<file path="src/design/sub_exec_pkg.sv">
// Constants and types for the subtract, return and set-carry execution block
package sub_exec_pkg;
    // ==========================================================
    // Widths
    localparam int NIB_W   = 4;
    localparam int ADDR_W  = 7;
    localparam int PTR_W   = 11;
    localparam int INSTR_W = 16;
    localparam int MEM_DEPTH = 128;

    // ==========================================================
    // Opcode fields
    localparam logic [8:0]  MEM_SUB_PREFIX   = 9'h028;   // 0001_0100_0 over bits 15..7
    localparam logic [8:0]  MEM_SUBST_PREFIX = 9'h02c;   // 0001_0110_0 over bits 15..7
    localparam logic [7:0]  IMM_SUB_PREFIX   = 8'h0e;    // 0000_1110 over bits 15..8
    localparam logic [7:0]  IMM_SUBST_PREFIX = 8'h0f;    // 0000_1111 over bits 15..8
    localparam logic [15:0] RETURN_CODE      = 16'h0200;
    localparam logic [15:0] SET_CARRY_CODE   = 16'h5020;
    localparam int IMM_LSB = 4;
    localparam int WR_LSB  = 0;

    // ==========================================================
    // Reset values
    localparam logic [10:0] PTR_RESET   = 11'h000;
    localparam logic [3:0]  ACC_RESET   = 4'h0;
    localparam logic        CARRY_RESET = 1'b0;
    localparam logic        ZERO_RESET  = 1'b0;
    localparam logic [10:0] PTR_STEP    = 11'h001;

    // ==========================================================
    // Controller states, one-hot
    typedef enum logic [1:0] {
        ST_DECODE = 2'b01,
        ST_EXEC   = 2'b10
    } exec_state_t;
endpackage

</file>
<file path="src/design/nibble_mem_if.sv">
// Interface between the execution controller and the data nibble memory
`timescale 1ns/10ps
interface nibble_mem_if;
    import sub_exec_pkg::*;
    logic [ADDR_W-1:0] addr;
    logic [NIB_W-1:0]  wdata;
    logic              we;
    logic [NIB_W-1:0]  rdata;
    modport ctrl (output addr, output wdata, output we, input rdata);
    modport mem  (input addr, input wdata, input we, output rdata);
endinterface

</file>
<file path="src/design/nibble_mem.sv">
// Data memory of nibbles with registered read data
`timescale 1ns/10ps
module nibble_mem
    import sub_exec_pkg::*;
#(
    parameter int DEPTH = MEM_DEPTH
) (
    // Clock
    input  wire logic     clk_in,
    // Memory port
    nibble_mem_if.mem     port
);
    logic [NIB_W-1:0] cells [DEPTH];

    // Write on strobe, read data registered every edge
    always_ff @(posedge clk_in) begin
        if (port.we) begin
            cells[port.addr] <= port.wdata;
        end
        port.rdata <= cells[port.addr];
    end
endmodule

</file>
<file path="src/design/subtract_return_setcarry_exec.sv">
// Decode and execute of subtract-with-borrow, return and set-carry opcodes
`timescale 1ns/10ps
module subtract_return_setcarry_exec
    import sub_exec_pkg::*;
(
    // Clock and reset
    input  wire logic               clk_in,
    input  wire logic               rst_in,
    // Instruction stream
    input  wire logic               instr_valid_in,
    input  wire logic [INSTR_W-1:0] instr_in,
    output logic                    instr_ready_out,
    // Return stack
    input  wire logic [PTR_W-1:0]   stack_top_in,
    output logic                    stack_pop_out,
    // Memory preload
    input  wire logic               load_valid_in,
    input  wire logic [ADDR_W-1:0]  load_addr_in,
    input  wire logic [NIB_W-1:0]   load_data_in,
    // Core state
    output logic [PTR_W-1:0]        instr_pointer_out,
    output logic [NIB_W-1:0]        result_nibble_out,
    output logic                    carry_borrow_out,
    output logic                    zero_result_out,
    output logic                    unknown_op_out
);
    // ==========================================================
    // Timing of one machine cycle
    // Decode phase (ready high): an offered opcode is taken at the edge, and the
    // operand nibble that it names is read from memory at that same edge.
    // Exec phase (ready low): the registered operand is combined with the
    // accumulator or the immediate field, and at the closing edge the
    // accumulator, both flags, the pointer and, for store forms, the memory
    // nibble are all updated together.
    // A return raises the stack pop at that same closing edge, as a single-cycle pulse.
    // Hazards
    // The memory read is registered, so the operand must be addressed from the
    // incoming opcode, not the held one; the held opcode only steers write back.
    // Preload writes are honoured only while no opcode is offered, so a
    // preload can never collide with a write back.
    // Opcodes outside the six decoded here only step the pointer and raise
    // the unknown flag; all other state is left as it was.
    // ==========================================================
    // Helpers
    // Borrow subtract: bit 4 is the borrow out of bit 3
    function automatic logic [NIB_W:0] sub_borrow(input logic [NIB_W-1:0] a,
                                                 input logic [NIB_W-1:0] b,
                                                 input logic             c);
        sub_borrow = {1'b0, a} - {1'b0, b} - {{NIB_W{1'b0}}, c};
    endfunction

    // Operand address: working register forms reach the low sixteen nibbles
    function automatic logic [ADDR_W-1:0] operand_addr(input logic [INSTR_W-1:0] code);
        if (code[15:9] == IMM_SUB_PREFIX[7:1]) begin
            operand_addr = {3'h0, code[WR_LSB +: NIB_W]};
        end else begin
            operand_addr = code[ADDR_W-1:0];
        end
    endfunction

    // ==========================================================
    // Storage
    exec_state_t        state_reg;
    logic [INSTR_W-1:0] instr_reg;
    logic [PTR_W-1:0]   instr_pointer_reg;
    logic [NIB_W-1:0]   result_nibble_reg;
    logic               carry_borrow_reg;
    logic               zero_result_reg;
    logic               pop_reg;
    logic               unknown_reg;
    nibble_mem_if       mem_bus ();

    // Data memory; read data is registered, one cycle behind the address
    nibble_mem #(
        .DEPTH (MEM_DEPTH)
    ) u_mem (
        .clk_in (clk_in),
        .port   (mem_bus.mem)
    );

    // ==========================================================
    // Decode of the held opcode
    // Memory forms carry a seven bit address in bits 6..0 with bit 7 clear;
    // the two differ only in bit 9, which selects write back.
    // Immediate forms carry the immediate in bits 7..4 and the working
    // register in bits 3..0; bit 8 selects write back.
    // Return and set carry are matched on the whole word, so no field of
    // theirs can alias a subtract.
    logic               is_mem_sub;
    logic               is_mem_subst;
    logic               is_imm_sub;
    logic               is_imm_subst;
    logic               is_return;
    logic               is_set_carry;
    logic               is_sub;
    logic [NIB_W-1:0]   subtrahend;
    logic [NIB_W:0]     diff;
    logic               start;

    assign is_mem_sub   = instr_reg[15:7] == MEM_SUB_PREFIX;
    assign is_mem_subst = instr_reg[15:7] == MEM_SUBST_PREFIX;
    assign is_imm_sub   = instr_reg[15:8] == IMM_SUB_PREFIX;
    assign is_imm_subst = instr_reg[15:8] == IMM_SUBST_PREFIX;
    assign is_return    = instr_reg == RETURN_CODE;
    assign is_set_carry = instr_reg == SET_CARRY_CODE;
    assign is_sub       = is_mem_sub | is_mem_subst | is_imm_sub | is_imm_subst;
    assign start        = (state_reg == ST_DECODE) && instr_valid_in;

    // Memory forms subtract the accumulator, immediate forms the nibble field
    assign subtrahend = (is_imm_sub | is_imm_subst) ?
                        instr_reg[IMM_LSB +: NIB_W] : result_nibble_reg;
    assign diff       = sub_borrow(mem_bus.rdata, subtrahend, carry_borrow_reg);

    // ==========================================================
    // Memory addressing: incoming opcode selects operand, held opcode writes back
    always_comb begin
        mem_bus.we    = 1'b0;
        mem_bus.wdata = diff[NIB_W-1:0];
        mem_bus.addr  = load_addr_in;
        if (state_reg == ST_EXEC) begin
            // Write back goes to the operand read in the decode phase
            mem_bus.addr = operand_addr(instr_reg);
            mem_bus.we   = is_mem_subst | is_imm_subst;
        end else if (instr_valid_in) begin
            // Address the operand of the incoming opcode
            mem_bus.addr = operand_addr(instr_in);
        end else begin
            // Idle decode phase: the preload port owns the memory
            mem_bus.we    = load_valid_in;
            mem_bus.wdata = load_data_in;
        end
    end

    // ==========================================================
    // Sequencer: decode phase fetches operand, exec phase retires
    // An unused state code falls back to decode, costing one slot at most
    always_ff @(posedge clk_in or posedge rst_in) begin
        if (rst_in) begin
            state_reg <= ST_DECODE;
        end else begin
            case (state_reg)
                ST_DECODE: begin
                    if (instr_valid_in) begin
                        state_reg <= ST_EXEC;
                    end
                end
                ST_EXEC: begin
                    state_reg <= ST_DECODE;
                end
                default: begin
                    state_reg <= ST_DECODE;
                end
            endcase
        end
    end

    // Opcode capture
    // Held for the exec phase; the port may change once the opcode is taken
    always_ff @(posedge clk_in or posedge rst_in) begin
        if (rst_in) begin
            instr_reg <= 16'h0000;
        end else if (start) begin
            instr_reg <= instr_in;
        end
    end

    // Instruction pointer: reload on return, else step
    // Wraps at eleven bits; a return takes the stack entry as it stands
    always_ff @(posedge clk_in or posedge rst_in) begin
        if (rst_in) begin
            instr_pointer_reg <= PTR_RESET;
        end else if (state_reg == ST_EXEC) begin
            if (is_return) begin
                instr_pointer_reg <= stack_top_in;
            end else begin
                instr_pointer_reg <= instr_pointer_reg + PTR_STEP;
            end
        end
    end

    // Accumulator and flags
    // Set carry touches the carry alone; accumulator and zero flag hold,
    // and memory too, since no write strobe is raised for it
    always_ff @(posedge clk_in or posedge rst_in) begin
        if (rst_in) begin
            result_nibble_reg <= ACC_RESET;
            carry_borrow_reg  <= CARRY_RESET;
            zero_result_reg   <= ZERO_RESET;
        end else if (state_reg == ST_EXEC) begin
            if (is_sub) begin
                result_nibble_reg <= diff[NIB_W-1:0];
                carry_borrow_reg  <= diff[NIB_W];
                zero_result_reg   <= diff[NIB_W-1:0] == 4'h0;
            end else if (is_set_carry) begin
                carry_borrow_reg  <= 1'b1;
            end
        end
    end

    // Stack pop pulse and unknown opcode flag
    // The unknown flag is a level that each retiring opcode rewrites
    always_ff @(posedge clk_in or posedge rst_in) begin
        if (rst_in) begin
            pop_reg     <= 1'b0;
            unknown_reg <= 1'b0;
        end else begin
            pop_reg <= (state_reg == ST_EXEC) && is_return;
            if (state_reg == ST_EXEC) begin
                unknown_reg <= !(is_sub | is_return | is_set_carry);
            end
        end
    end

    // ==========================================================
    // Outputs
    // All are flip-flop bits; ready is the decode bit of the one-hot state
    assign instr_ready_out   = state_reg[0];
    assign stack_pop_out     = pop_reg;
    assign instr_pointer_out = instr_pointer_reg;
    assign result_nibble_out = result_nibble_reg;
    assign carry_borrow_out  = carry_borrow_reg;
    assign zero_result_out   = zero_result_reg;
    assign unknown_op_out    = unknown_reg;
endmodule

</file>
<file path="config.mk">
export PLATFORM = sky130hd
export DESIGN_NAME = subtract_return_setcarry_exec
export DESIGN_NICKNAME = d
export VERILOG_FILES = /design/src/design/sub_exec_pkg.sv /design/src/design/nibble_mem_if.sv /design/src/design/nibble_mem.sv /design/src/design/subtract_return_setcarry_exec.sv
export SDC_FILE = /design/constraint.sdc
export NUM_CORES = 1
export LEC_CHECK = 0
export BUFFER_PORTS_ARGS = -buffer_cell sky130_fd_sc_hd__buf_4
export CORE_MARGIN = 1
export CORE_UTILIZATION = 65
export DETAILED_ROUTE_END_ITERATION = 10
export PLACE_DENSITY_LB_ADDON = 0.25
export SYNTH_ARGS = -nofsm -noshare
export SYNTH_HDL_FRONTEND = slang
export SYNTH_SLANG_ARGS = --single-unit
</file>
<file path="constraint.sdc">
create_clock -name clk_in -period 22 [get_ports clk_in]
set_clock_uncertainty 0.1 [all_clocks]
set_input_delay 2.2 -clock clk_in [delete_from_list [all_inputs] [get_ports clk_in]]
set_output_delay 2.2 -clock clk_in [all_outputs]
set_load 0.02 [all_outputs]
</file>
; ---- After elaboration in Yosys (flattened, before gate mapping)
; Memory sizes are Yosys's and may differ from the RTL's. A register that Yosys moved wholly into a read port is not among the register bits.
; Index checks and enable logic that the tools add are counted.
; Widths: inputs -> output; s select.
[word_totals]
mem_count = 1
ram_bits = 512
wordCells = 53
regBits = 37
[memory_table]
columns = memory, words, word_bits, read_ports, rd_ports_with_merged_regs, wr, line
row1 = u_mem.cells, 128, 4, 1, 1, 1, nibble_mem.sv:13  ; logic [NIB_W-1:0] cells [DEPTH];
[classes]
add_sub_neg = 3
eq_ne = 11
muxes = 16
bitwise = 7
n_reduce_logical = 7
[op_table]
columns = cell, count
row1 = $mux 7, 4
row2 = $eq 9x6->1 const B, 2
row3 = $eq 16x10->1 const B, 1
row4 = $eq 16x15->1 const B, 1
row5 = $eq 8x4->1 const B, 2
row6 = $eq 7x3->1 const B, 2
row7 = $mux 4, 3
row8 = $add 11x1->11 const B, 1
row9 = $mux 11, 1
row10 = $or 1x1->1, 7
row11 = $mux 1, 6
row12 = $sub 4x4->5, 1
row13 = $sub 5x1->5, 1
row14 = $logic_not 4->1, 1
row15 = $mux 2, 2
row16 = $reduce_and 2->1, 2
row17 = $eq 2x1->1 const B, 1
row18 = $eq 2x2->1 const B, 1
row19 = $logic_and 1x1->1, 2
row20 = $ne 2x2->1 const B, 1
row21 = $reduce_bool 2->1, 1
row22 = $logic_not 1->1, 1

; ---- Logic depth before layout (Yosys ltp)
[depth]
word_depth = 7
depth_mapped = 12
ltp_nobuf = 10

; ---- By module
; A second synthesis with hierarchy kept.
[unflattened]
cells_unflattened = 1487
hier_area_um2 = 22788.1
[modules_own_cells]
columns = mod, instances, seq_area_each_um2, area_each_um2, cells_each
row1 = nibble_mem, 1, 15454.8, 20479.6, 1248
row2 = subtract_return_setcarry_exec, 1, 927.1, 2308.5, 239

; ---- Worst setup path after synthesis
; Ideal clock, no wire load.
[synth_path]
path_kind = input port to flip-flop
startpoint = input port instr_valid_in
endpoint = memory u_mem.cells[0][2], data pin
slack_ns = 13.269
t_arrival_ns = 7.434
stages = 3
cell_sequence = buf_6 > nor2_1 > o21ai_0
[synth_between]
elab_chain_len = 2
[synth_rtl]
columns = item, line
row1 = from (decl), subtract_return_setcarry_exec.sv:10  ; input wire logic instr_valid_in,
row2 = $mux 4, subtract_return_setcarry_exec.sv:124  ; end else if (instr_valid_in) begin
row3 = $mux 4, subtract_return_setcarry_exec.sv:120  ; if (state_reg == ST_EXEC) begin
row4 = named net mem_bus.wdata[2], nibble_mem_if.sv:6  ; logic [NIB_W-1:0] wdata;
row5 = to (decl), nibble_mem.sv:13
; The timed path passes the listed nets, and every way through them passes these cells.

; ---- Worst setup path in the final report
[layout_path]
startpoint = input port instr_valid_in
endpoint = memory u_mem.cells[98][3] (enable)
[layout_between]
elab_chain_len = 4
elab_cells_between_ends = 6
classes_between = mux: 6
[layout_rtl]
columns = item, line
row1 = $mux 1, subtract_return_setcarry_exec.sv:124
row2 = $mux 1, subtract_return_setcarry_exec.sv:120
row3 = $mux 1, nibble_mem.sv:17  ; if (port.we) begin
row4 = $mux 1 (not written as such), nibble_mem.sv:18  ; cells[port.addr] <= port.wdata;
; Parallel ways exist; a longest one is shown, timed or not.

==> results.sh <==
export IMPL_die_h_um=192.0
export IMPL_dieArea_sq_mm=0.03686
export IMPL_final_max_slew_viol_count=0
export IMPL_syn_nets=1711
export IMPL_hold_violations=0
export IMPL_drive_above_1_share_pct=13.79
export IMPL_cts_root_buf="clkbuf_16"
export IMPL_cts_sinks=553
export IMPL_ys_flop_type="edfxtp_1"
export IMPL_cts_tree="done"
export IMPL_antenna_found_initial=0
export IMPL_cts_setup_buffers=0
export IMPL_synth_edf_count=512
export IMPL_cts_resized=0
export IMPL_routedWlPerCell_um=25.54
export IMPL_synth_cells=1660
export IMPL_grt_max_degree=169
export IMPL_vdd_drop_max_v=0.0001152
export IMPL_cts_htree_levels=2
export IMPL_drv_cap=0
export IMPL_power_frac_seq_pct=49.1
export IMPL_hp_start="unknown_op_out"
export IMPL_totalWireLength_um=56200
export IMPL_hold_path_depth=2
export IMPL_grt_usage_pct=30.98
export IMPL_rr_endpoint="u_mem.cells[98][3]"
export IMPL_cts_hold_buf=0
export IMPL_syn2layout_area_growth_pct=10.60
export IMPL_gp_congestion=0.8914
export IMPL_grt_overflow=0
export IMPL_worstReg2RegStart="state_reg[0]"
export IMPL_end_kind="register"
export IMPL_rsz0062_at_grt="no"
export IMPL_n_antenna_cell=0
export IMPL_cp_max_fo=81
export IMPL_die_w_um=192.0
export IMPL_place_hpwl_um=33940
export IMPL_cp_start_kind="input pin"
export IMPL_grt_pass1_wl_um=83740
export IMPL_leakagePower_nw=9.003
export IMPL_relSlewSlack_pct=19.08
export IMPL_place_inst=2105
export IMPL_initial_core_util_pct=65.96
export IMPL_fin_ws_ns=16.29
export IMPL_status="completed"
export IMPL_synth_avg_cell_area_sq_um=14.13
export IMPL_fin_crit_ns=5.707
export IMPL_core_area_sq_mm=0.03557
export IMPL_setup_violations=0
export IMPL_switching_share_pct=27.11
export IMPL_netlist_area_sq_mm=0.02346
export IMPL_pre_cts_slack_ns=15.82
export IMPL_clockBufferDepth=3
export IMPL_nets=1750
export IMPL_numPortBuffers=61
export IMPL_io_pins=62
export IMPL_clkPwrFrac_pct=34.4
export IMPL_p_int_w=0.001928
export IMPL_grt_pass1_vias=14030
export IMPL_cp_required_ns=22.14
export IMPL_fin_setup_tns_ns=0
export IMPL_holdPathEnd="unknown_op_out"
export IMPL_placedInstanceArea_sq_mm=0.02421
export IMPL_drtIter0Drc=1771
export IMPL_period_share_pct=25.94
export IMPL_ys_ff_latch=553
export IMPL_largest_reg_flops=512
export IMPL_utilization_pct=72.95
export IMPL_max_freq_mhz=175.2
export IMPL_drt_first_pass_iters=6
export IMPL_post_synth_num_cell_types=80
export IMPL_hold_class="register to register"
export IMPL_p_comb_share_pct=16.4
export IMPL_ys_warn_count=0
export IMPL_switchingPower_w=0.0007170
export IMPL_critical_path_class="input pin to register"
export IMPL_drc=0
export IMPL_clk_latency_ns=0.59
export IMPL_vias=14740
export IMPL_final_cells=2201
export IMPL_reg2reg_slack_ns=17.03
export IMPL_tightest_slew_ns=1.210
export IMPL_clk_pin_slew_ns=0.06
export IMPL_fillCellCount=2228
export IMPL_seq_area_frac_synth_pct=69.83
export IMPL_worst_r2r_path_depth=6
export IMPL_drtAntennaViolNets=0
export IMPL_async_flop_share_pct=6.691
export IMPL_powerDensity_mw_per_mm2=101.9
export IMPL_cts_buffers=53
export IMPL_arrival_ns=5.84
export IMPL_fp_row_count=69
export IMPL_vias_per_cell=6.696
export IMPL_fin_area_sq_mm=0.02595
worst max path at each step:
stage	startpoint	to	slack, ns	cells past startpoint
global route	instr_valid_in	u_mem.cells[34][3]	16.12	8
floorplan	instr_valid_in	u_mem.cells[0][2]	13.27	3
global placement	instr_valid_in	u_mem.cells[98][0]	15.96	8
CTS	instr_valid_in	u_mem.cells[98][0]	16.41	8
finish	instr_valid_in	u_mem.cells[98][3]	16.29	8
detailed placement	instr_valid_in	u_mem.cells[98][0]	15.82	8
routing by layer:
layer,global-route usage (%),part of all wire [%],vias to the layer above
li1,-,-,6425
met1,44.34,40,7251
met2,48.21,46,935
met3,5.317,10,126
met4,11.54,3.3,0
met5,0,0,-
cell families after synthesis:
| family | after synthesis | share of synthesized area, % |
|---|---|---|
| flip-flops | 553 | 69.83 |
| AND/OR/NAND/NOR | 471 | 8.506 |
| AO/OA/AOI/OAI | 317 | 9.632 |
| multiplexers | 179 | 8.581 |
| buffers and inverters | 127 | 2.763 |
| adder cells (fa/ha/maj) | 9 | 0.5440 |
| XOR/XNOR | 4 | 0.1494 |
critical path, cell delays in order:
cell	delay, ns
buf_4	0.20
mux2i_1	0.40
a21oi_4	0.09
buf_4	0.33
buf_4	0.51
nor2_1	0.35
nand3_1	0.91
nor2_1	0.70
cells in the mapped netlist (all sizes together) (22+ instances only):
library cell / count / area (sq um)
nand3: 34 / 170.2
mux2: 48 / 551.8
edfxtp: 512 / 15370
a21oi: 100 / 500.5
nand2: 223 / 847.1
inv: 28 / 105.1
o21ai: 22 / 113.9
a22oi: 40 / 300.3
dfrtp: 36 / 900.9
buf: 68 / 425.4
clkbuf: 31 / 117.6
nor2: 162 / 608.1
mux2i: 120 / 1214
o211ai: 30 / 225.2
layout by cell type, fill, tap and decap left out, drive strengths merged, types with 16 or more instances in the layout:
cell and instances:
mux2i 120, edfxtp 512, a21oi 100, a22oi 40, inv 28, o211ai 30
buf 83, a32oi 16, nand3 34, mux2 48, nor2 162, nand2 223
dfrtp 36, clkinv 23, clkbuf 64, o21ai 22
layout make-up:
class | instances | area (sq um) | area share, %
Multi-Input combinational cell | 980 | 6514 | 25.10
Inverter | 28 | 105.1 | 0.4050
Clock inverter | 32 | 346.6 | 1.336
Sequential cell | 553 | 16380 | 63.13
Timing Repair Buffer | 83 | 635.6 | 2.449
Clock buffer | 64 | 1389 | 5.352
Tap cell | 461 | 576.8 | 2.223
power groups by stage:
stage	sequential, W	combinational [W]	clock [W]
3_3_place_gp	0.00132	0.000420	0
2_1_floorplan	0.00135	0.000257	0
6_report	0.00130	0.000434	0.000911
5_1_grt	0.00130	0.000464	0.000955
4_1_cts	0.00130	0.000430	0.000916
3_5_place_dp	0.00132	0.000428	0
per-stage QoR:
step           hold slack (ns)  total power (W)
2_1_floorplan           0.3653         0.001604
3_3_place_gp            0.3662         0.001739
3_5_place_dp            0.3779         0.001749
4_1_cts                 0.3918         0.002645
5_1_grt                 0.4012         0.002721
6_report                0.3922         0.002645
No activity file was read; power rests on OpenSTA's default activity.
